## config.mk

```make
export PLATFORM = sky130hd
export DESIGN_NAME = effective_address_decoder
export DESIGN_NICKNAME = d
export VERILOG_FILES = /design/src/design/eadec_pkg.sv /design/src/design/eadec_regsel.sv /design/src/design/effective_address_decoder.sv
export SDC_FILE = /design/constraint.sdc
export NUM_CORES = 1
export LEC_CHECK = 0
export BUFFER_PORTS_ARGS = -buffer_cell sky130_fd_sc_hd__buf_2
export CAP_MARGIN = 20
export CORE_ASPECT_RATIO = 1.2
export CORE_MARGIN = 10
export CORE_UTILIZATION = 43
export DETAILED_ROUTE_END_ITERATION = 8
export PLACE_DENSITY = 0.78
export SYNTH_ARGS = -nofsm -noshare
export SYNTH_HDL_FRONTEND = slang
export SYNTH_SLANG_ARGS = --single-unit
```

## constraint.sdc

```tcl
create_clock -name clk_in -period 2.2 [get_ports clk_in]
set_input_delay 0.44 -clock clk_in [delete_from_list [all_inputs] [get_ports clk_in]]
set_output_delay 0.44 -clock clk_in [all_outputs]
set_load 0.03 [all_outputs]
```

## src/design/eadec_pkg.sv

```systemverilog
package eadec_pkg;
	localparam logic [1:0] EADEC_FORM_MEM0  = 2'h0;
	localparam logic [1:0] EADEC_FORM_DISP8 = 2'h1;
	localparam logic [1:0] EADEC_FORM_DISPW = 2'h2;
	localparam logic [1:0] EADEC_FORM_REG   = 2'h3;
	localparam logic [2:0] EADEC_LOC_SIB    = 3'h4;
	localparam logic [2:0] EADEC_LOC_DIR32  = 3'h5;
	localparam logic [2:0] EADEC_LOC_DIR16  = 3'h6;
	localparam logic [2:0] EADEC_REG_SP     = 3'h4;
	localparam logic [2:0] EADEC_REG_BP     = 3'h5;
	localparam logic [2:0] EADEC_REG_SI     = 3'h6;
	localparam logic [2:0] EADEC_REG_DI     = 3'h7;
	localparam logic [2:0] EADEC_REG_BX     = 3'h3;
	localparam logic [2:0] EADEC_NO_INDEX   = 3'h4;
	localparam int EADEC_MODRM_POS_FORM     = 6;
	localparam int EADEC_MODRM_POS_REG      = 3;
	localparam logic [1:0] EADEC_SEG_DATA   = 2'h3;
	localparam logic [1:0] EADEC_SEG_STACK  = 2'h2;
	localparam logic [2:0] EADEC_DISP_NONE  = 3'h0;
	localparam logic [2:0] EADEC_DISP_BYTE  = 3'h1;
	localparam logic [2:0] EADEC_DISP_HALF  = 3'h2;
	localparam logic [2:0] EADEC_DISP_LONG  = 3'h4;
	// Operand width codes for a selected register
	typedef enum logic [1:0] {
		EADEC_OPW_BYTE = 2'h0,
		EADEC_OPW_HALF = 2'h1,
		EADEC_OPW_LONG = 2'h3
	} eadec_opw_e;
endpackage

```

## src/design/eadec_regsel.sv

```systemverilog
`timescale 1ns/1ps
module eadec_regsel
	import eadec_pkg::*;
(
	// Register code and sizing
	input  wire logic [2:0]       code_in,
	input  wire logic             width_in,
	input  wire logic             data32_in,
	// Selected register
	output logic      [2:0]       reg_num_out,
	output logic                  reg_high_byte_out,
	output eadec_pkg::eadec_opw_e reg_width_out
);
	always_comb
	begin
		// Byte regs: codes 4..7 are high bytes of regs 0..3
		if (!width_in)
		begin
			reg_num_out       = {1'b0, code_in[1:0]};
			reg_high_byte_out = code_in[2];
			reg_width_out     = EADEC_OPW_BYTE;
		end
		else
		begin
			reg_num_out       = code_in;
			reg_high_byte_out = 1'b0;
			reg_width_out     = data32_in ? EADEC_OPW_LONG
				: EADEC_OPW_HALF;
		end
	end
endmodule // eadec_regsel

```

## src/design/effective_address_decoder.sv

```systemverilog
`timescale 1ns/1ps
module effective_address_decoder
	import eadec_pkg::*;
(
	// Clock and reset
	input  wire logic             clk_in,
	input  wire logic             rst_in,
	// Addressing bytes from prefetch
	input  wire logic             valid_in,
	input  wire logic [7:0]       modrm_in,
	input  wire logic [7:0]       sib_in,
	input  wire logic [31:0]      disp_in,
	input  wire logic             addr32_in,
	input  wire logic             data32_in,
	input  wire logic             width_in,
	// Effective-address recipe
	output logic                  valid_out,
	output logic                  is_reg_out,
	output logic                  sib_used_out,
	output logic                  base_en_out,
	output logic [2:0]            base_reg_out,
	output logic                  index_en_out,
	output logic [2:0]            index_reg_out,
	output logic [1:0]            scale_out,
	output logic [2:0]            disp_bytes_out,
	output logic [31:0]           disp_out,
	output logic [1:0]            segment_out,
	output logic [2:0]            bytes_used_out,
	// Register operands
	output logic [2:0]            rm_reg_out,
	output logic                  rm_high_out,
	output eadec_pkg::eadec_opw_e rm_width_out,
	output logic [2:0]            field_reg_out,
	output logic                  field_high_out,
	output eadec_pkg::eadec_opw_e field_width_out
);
	import eadec_pkg::*;

	typedef struct packed {
		logic             valid;
		logic             is_reg;
		logic             sib_used;
		logic             base_en;
		logic [2:0]       base_reg;
		logic             index_en;
		logic [2:0]       index_reg;
		logic [1:0]       scale;
		logic [2:0]       disp_bytes;
		logic [31:0]      disp;
		logic [1:0]       segment;
		logic [2:0]       bytes_used;
		logic [2:0]       rm_reg;
		logic             rm_high;
		eadec_opw_e       rm_width;
		logic [2:0]       field_reg;
		logic             field_high;
		eadec_opw_e       field_width;
	} eadec_state_s;

	eadec_state_s state_r;
	eadec_state_s state_nxt;

	logic [1:0]  form;
	logic [2:0]  loc;
	logic [2:0]  sib_base;
	logic [2:0]  sib_index;
	logic [2:0]  rm_num;
	logic        rm_high;
	eadec_opw_e  rm_width;
	logic [2:0]  fd_num;
	logic        fd_high;
	eadec_opw_e  fd_width;

	assign form      = modrm_in[7:EADEC_MODRM_POS_FORM];
	assign loc       = modrm_in[2:0];
	assign sib_base  = sib_in[2:0];
	assign sib_index = sib_in[5:3];

	eadec_regsel u_rm_sel (
		.code_in           (loc),
		.width_in          (width_in),
		.data32_in         (data32_in),
		.reg_num_out       (rm_num),
		.reg_high_byte_out (rm_high),
		.reg_width_out     (rm_width)
	);

	// Same map as the locator in form 11
	eadec_regsel u_field_sel (
		.code_in           (modrm_in[5:EADEC_MODRM_POS_REG]),
		.width_in          (width_in),
		.data32_in         (data32_in),
		.reg_num_out       (fd_num),
		.reg_high_byte_out (fd_high),
		.reg_width_out     (fd_width)
	);

	// Displacement width for a given form and address size
	function automatic logic [2:0] disp_len(input logic [1:0] f,
		input logic a32);
		if (f == EADEC_FORM_DISP8)
			disp_len = EADEC_DISP_BYTE;
		else if (f == EADEC_FORM_DISPW)
			disp_len = a32 ? EADEC_DISP_LONG : EADEC_DISP_HALF;
		else
			disp_len = EADEC_DISP_NONE;
	endfunction

	always_comb
	begin
		state_nxt            = '0;
		state_nxt.valid      = valid_in;
		state_nxt.segment    = EADEC_SEG_DATA;
		state_nxt.rm_reg     = rm_num;
		state_nxt.rm_high    = rm_high;
		state_nxt.rm_width   = rm_width;
		state_nxt.field_reg  = fd_num;
		state_nxt.field_high = fd_high;
		state_nxt.field_width = fd_width;
		state_nxt.disp_bytes = disp_len(form, addr32_in);
		if (form == EADEC_FORM_REG)
		begin
			state_nxt.is_reg = 1'b1;
		end
		else if (!addr32_in)
		begin
			// 16-bit tables; regs named by 16-bit numbering
			state_nxt.base_en  = 1'b1;
			state_nxt.index_en = 1'b1;
			case (loc)
				3'h0: {state_nxt.base_reg, state_nxt.index_reg} =
					{EADEC_REG_BX, EADEC_REG_SI};
				3'h1: {state_nxt.base_reg, state_nxt.index_reg} =
					{EADEC_REG_BX, EADEC_REG_DI};
				3'h2: {state_nxt.base_reg, state_nxt.index_reg} =
					{EADEC_REG_BP, EADEC_REG_SI};
				3'h3: {state_nxt.base_reg, state_nxt.index_reg} =
					{EADEC_REG_BP, EADEC_REG_DI};
				3'h4:
				begin
					state_nxt.base_reg = EADEC_REG_SI;
					state_nxt.index_en = 1'b0;
				end
				3'h5:
				begin
					state_nxt.base_reg = EADEC_REG_DI;
					state_nxt.index_en = 1'b0;
				end
				3'h6:
				begin
					state_nxt.base_reg = EADEC_REG_BP;
					state_nxt.index_en = 1'b0;
				end
				default:
				begin
					state_nxt.base_reg = EADEC_REG_BX;
					state_nxt.index_en = 1'b0;
				end
			endcase
			if (loc == EADEC_LOC_DIR16 && form == EADEC_FORM_MEM0)
			begin
				state_nxt.base_en    = 1'b0;
				state_nxt.disp_bytes = EADEC_DISP_HALF;
			end
			else if (state_nxt.base_reg == EADEC_REG_BP)
				state_nxt.segment = EADEC_SEG_STACK;
		end
		else if (loc == EADEC_LOC_SIB)
		begin
			state_nxt.sib_used  = 1'b1;
			state_nxt.scale     = sib_in[7:6];
			state_nxt.index_reg = sib_index;
			// Scale with no index is undefined; index is just dropped
			state_nxt.index_en  = (sib_index != EADEC_NO_INDEX);
			state_nxt.base_reg  = sib_base;
			state_nxt.base_en   = 1'b1;
			if (form == EADEC_FORM_MEM0 && sib_base == EADEC_LOC_DIR32)
			begin
				state_nxt.base_en    = 1'b0;
				state_nxt.disp_bytes = EADEC_DISP_LONG;
			end
			else if (sib_base == EADEC_REG_SP ||
				(sib_base == EADEC_REG_BP && form != EADEC_FORM_MEM0))
				state_nxt.segment = EADEC_SEG_STACK;
		end
		else
		begin
			state_nxt.base_reg = loc;
			state_nxt.base_en  = 1'b1;
			if (loc == EADEC_LOC_DIR32)
			begin
				if (form == EADEC_FORM_MEM0)
				begin
					state_nxt.base_en    = 1'b0;
					state_nxt.disp_bytes = EADEC_DISP_LONG;
				end
				else
					state_nxt.segment = EADEC_SEG_STACK;
			end
		end
		// Sign-extend byte form; wider forms take the bytes as given
		case (state_nxt.disp_bytes)
			EADEC_DISP_BYTE: state_nxt.disp = {{24{disp_in[7]}},
				disp_in[7:0]};
			EADEC_DISP_HALF: state_nxt.disp = {16'h0000, disp_in[15:0]};
			EADEC_DISP_LONG: state_nxt.disp = disp_in;
			default:         state_nxt.disp = 32'h0000_0000;
		endcase
		state_nxt.bytes_used = 3'h1 + {2'b00, state_nxt.sib_used}
			+ state_nxt.disp_bytes;
	end

	always_ff @(posedge clk_in)
	begin
		if (rst_in)
			state_r <= '0;
		else
			state_r <= state_nxt;
	end

	assign valid_out       = state_r.valid;
	assign is_reg_out      = state_r.is_reg;
	assign sib_used_out    = state_r.sib_used;
	assign base_en_out     = state_r.base_en;
	assign base_reg_out    = state_r.base_reg;
	assign index_en_out    = state_r.index_en;
	assign index_reg_out   = state_r.index_reg;
	assign scale_out       = state_r.scale;
	assign disp_bytes_out  = state_r.disp_bytes;
	assign disp_out        = state_r.disp;
	assign segment_out     = state_r.segment;
	assign bytes_used_out  = state_r.bytes_used;
	assign rm_reg_out      = state_r.rm_reg;
	assign rm_high_out     = state_r.rm_high;
	assign rm_width_out    = state_r.rm_width;
	assign field_reg_out   = state_r.field_reg;
	assign field_high_out  = state_r.field_high;
	assign field_width_out = state_r.field_width;

	a_sib_presence: assert property (
		@(posedge clk_in) disable iff (rst_in)
		(addr32_in && modrm_in[7:6] != 2'h3 && modrm_in[2:0] == 3'h4)
		|=> (sib_used_out && !is_reg_out))
		else $error("index byte missing for locator 100");
	a_direct16_seg: assert property (
		@(posedge clk_in) disable iff (rst_in)
		(!addr32_in && modrm_in == 8'h06) |=> (!base_en_out &&
		segment_out == EADEC_SEG_DATA && disp_bytes_out == 3'h2))
		else $error("direct 16-bit address decoded wrong");
	a_bp_stack_seg: assert property (
		@(posedge clk_in) disable iff (rst_in)
		(!addr32_in && modrm_in[7:6] != 2'h3 && modrm_in[2:1] == 2'h1)
		|=> segment_out == EADEC_SEG_STACK)
		else $error("frame based 16-bit form lost stack segment");
	a_byte_disp_ext: assert property (
		@(posedge clk_in) disable iff (rst_in)
		(disp_bytes_out == 3'h1) |-> disp_out[31:8] == {24{disp_out[7]}})
		else $error("byte displacement not sign-extended");
	a_no_index_sp: assert property (
		@(posedge clk_in) disable iff (rst_in)
		(addr32_in && modrm_in[7:6] != 2'h3 && modrm_in[2:0] == 3'h4 &&
		sib_in[5:3] == 3'h4) |=> !index_en_out)
		else $error("stack pointer used as index");
	a_direct32_sib: assert property (
		@(posedge clk_in) disable iff (rst_in)
		(addr32_in && modrm_in[7:6] == 2'h0 && modrm_in[2:0] == 3'h4 &&
		sib_in[2:0] == 3'h5) |=> (!base_en_out && bytes_used_out == 3'h6))
		else $error("no-base index form decoded wrong");
	// Outputs are all zero just after reset, so skip that first edge
	a_byte_count: assert property (
		@(posedge clk_in) disable iff (rst_in)
		!$past(rst_in) |-> bytes_used_out ==
		3'(1 + sib_used_out + disp_bytes_out))
		else $error("consumed byte count mismatch");
	a_sp_base_seg: assert property (
		@(posedge clk_in) disable iff (rst_in)
		(addr32_in && modrm_in[7:6] != 2'h3 && modrm_in[2:0] == 3'h4 &&
		sib_in[2:0] == 3'h4) |=> segment_out == EADEC_SEG_STACK)
		else $error("stack base lost stack segment");
	a_reg_width: assert property (
		@(posedge clk_in) disable iff (rst_in)
		(width_in && data32_in) |=> rm_width_out == EADEC_OPW_LONG)
		else $error("long register width wrong");
	c_sib_form: cover property (@(posedge clk_in) state_r.sib_used &&
		state_r.disp_bytes == 3'h4);
	c_reg_form: cover property (@(posedge clk_in) state_r.is_reg &&
		state_r.rm_high);
	c_bp16: cover property (@(posedge clk_in) !state_r.sib_used &&
		state_r.segment == EADEC_SEG_STACK);
endmodule // effective_address_decoder

```

==> results.py <==
metrics = {
    "die": {
        "num_rows": 28,
        "die_x_um": 84.3,
        "io_pins": 119,
        "fp.dieH_um": 97.2,
        "start_util": 0.438,
        "die_area_um2": 8190,
        "core_region_area_um2": 4870,
    },
    "finish": {
        "final_cell_area_um2": 2910,
        "syn2layout_area_growth_pct": 36.5,
        "final.fill_count": 433,
        "drive_above_1_share": 0.433,
        "antennaDiodeCount": 0,
        "fin_nets": 384,
    },
    "synth": {
        "synth-seq-cells": 63,
        "ys_seq_area_frac": 0.591,
        "netlist_area_um2": 2130,
        "synth_cell_type_count": 39,
        "synth_edf_count": 0,
        "synth_common_cells": "63 x dfxtp_1, 18 x nand2_1, 17 x a21o_1, 17 x nor2_1, 12 x and2_1",
        "synth_cells": 205,
        "yosysTopAreaCell": "dfxtp_1",
        "async_flop_share": 0,
        "synth.area.top_cells": "dfxtp_1 59%, a21o_1 6.0%, and2_1 3.5%",
        "synth_nets": 261,
        "yosys_warnings": 0,
        "synth_top_area_share": 0.591,
        "synthFlopType": "dfxtp_1",
        "synth.most_common_cell": "dfxtp_1",
        "syn-mean-instance-area_um2": 10.4,
    },
    "critical_path": {
        "worst_path_max_delay_cell": "or3b_2",
        "crit_path_max_incr_delay_ns": 0.54,
        "path_class": "in -> reg",
        "cp.arrival_ns": 1.95,
        "path_delay_family": "simple AND/OR/NAND/NOR gates",
        "cp-end-kind": "flip-flop",
        "path_max_fanout": 8,
        "worst-path-buf-inv": 2,
        "cp_common_cell": "ha_1",
        "timing.critical_path.cells": "buf_2 > or3b_2 > nor2_1 > nand2_1 > ha_1 > inv_1 > ha_1 > nand3_1 > nor3b_1",
        "cp_data_required_time_ns": 2.41,
        "critPathLaunchType": "input pin",
    },
    "timing": {
        "rsz0062_at_grt": "false",
        "max_freq_mhz": 574,
        "fin_setup_tns_ns": 0,
        "slew_viol_final": 0,
        "max-slew-margin-rel": 0.321,
        "fin_crit_ns": 1.74,
        "postLayoutSetupSlackWorst_ns": 0.459,
        "period_share": 0.791,
        "whs_ns": 0.301,
        "setup_viol": 0,
        "hold_viol_final": 0,
        "tightest_slew_ns": 1.01,
    },
    "job": {
        "max_cap_viol_count": 0,
    },
    "routing": {
        "drt_iter0_markers": 80,
        "firstDrtPassIters": 4,
        "ant_nets": 0,
        "vias": 1857,
        "vias_per_cell": 4.76,
        "finalWirelength_um": 5630,
        "drc": 0,
        "wl_per_cell_um": 14.4,
    },
    "global_routing": {
        "first_global_vias": 1792,
        "grt_use_met1": 0.137,
        "use_met3": 0.0747,
        "antenna_found_initial": 0,
        "grt_usage": 0.130,
        "grt_max_degree": 18,
        "top_usage_layer": "met2",
        "grt.overflow.total": 0,
        "met2_usage": 0.212,
        "grt_pass1_wl_um": 8740,
    },
    "clock_tree": {
        "cts_root_buffer": "clkbuf_8",
        "htreeDepth": 3,
        "post_cts_buffers": 0,
        "cts_resized": 0,
        "clockBufferDepth": 2,
        "tritoncts": "done",
        "cts.reportedPaths.clkPinSlew_ns": 0.06,
        "cts_sinks": 63,
        "hold_buffers": 0,
        "cts_made_buffers": 9,
    },
    "power": {
        "total_power_mw": 2.38,
        "peakVddDrop_uv": 397,
        "power_density_nw_per_um2": 817,
        "p_leak_nw": 1.60,
    },
    "min_path": {
        "hp-class": "in -> reg",
    },
    "placement": {
        "placed_area_um2": 2760,
        "io_buffers": 118,
        "dp_slack_ns": 0.127,
        "gp_congestion": 0.837,
        "dp_hpwl_um": 4540,
    },
    "status": {
        "status": "complete, no violations",
    },
}
power breakdown:
| group | internal, mW | switching [mW] | total, mW |
|---|---|---|---|
| Clock | 0.416 | 0.380 | 0.797 |
| Combinational | 0.129 | 0.243 | 0.372 |
| Sequential | 1.20 | 0.0117 | 1.21 |
| Total | 1.75 | 0.635 | 2.38 |
sequential cells by signal (all words and copies together) (netlist names), 2 cells and up:
name,flops
field_width_out,2
disp_bytes_out,3
bytes_used_out,3
segment_out,2
scale_out,2
rm_reg_out,3
index_reg_out,3
disp_out,32
field_reg_out,3
base_reg_out,3
cells in the final DEF, fill, tap and decap left out, drive strengths merged, types with 2 or more instances in the layout:
master	synthesis	routed
a211oi	2	2
a21o	17	17
clkinv	0	2
nand2	18	18
clkbuf	5	11
o21ai	9	9
nand3	3	3
dfxtp	63	63
or3	2	2
nor2b	7	7
a31oi	4	4
and2	12	12
inv	6	6
or3b	2	2
a311oi	2	2
o311ai	2	2
nor2	17	17
nor3	3	3
nor3b	4	4
a21oi	6	6
buf	8	125
ha	2	2
cell type report:
type / instances / area, µm² / area share
timing repair buffer: 125 / 643 / 0.221
tap: 60 / 75.1 / 0.0258
multi-input combinational: 123 / 761 / 0.261
sequential: 63 / 1260 / 0.433
clock inverter: 2 / 10.0 / 0.00343
clock buffer: 11 / 141 / 0.0485
inverter: 6 / 22.5 / 0.00773
routing by layer:
metal,up-vias,part of all wire
met2,83,0.47
li1,936,-
met3,6,0.12
met1,832,0.40
met4,0,0.0085
met5,-,0
through the flow:
step,utilization,std cells
after floorplan,-,205
after CTS,0.598,390
after detailed placement,0.567,377
after global routing,0.598,390
final,0.598,390
after global placement,0.567,377
path summary, 6_finish.rpt:
kind	startpoint	to	cells after the start
setup / recovery	modrm_in[0]	bytes_used_out[2]$_SDFF_PP0_	9
hold / removal	width_in	field_high_out$_SDFF_PP0_	2
cells by family after synthesis:
group	after synthesis	synth area share
compound gates	48	0.165
fa+ha+maj	2	0.0117
buf+inv	19	0.0528
flops	63	0.591
simple gates	73	0.180
Power figures use the tool's default switching activity.
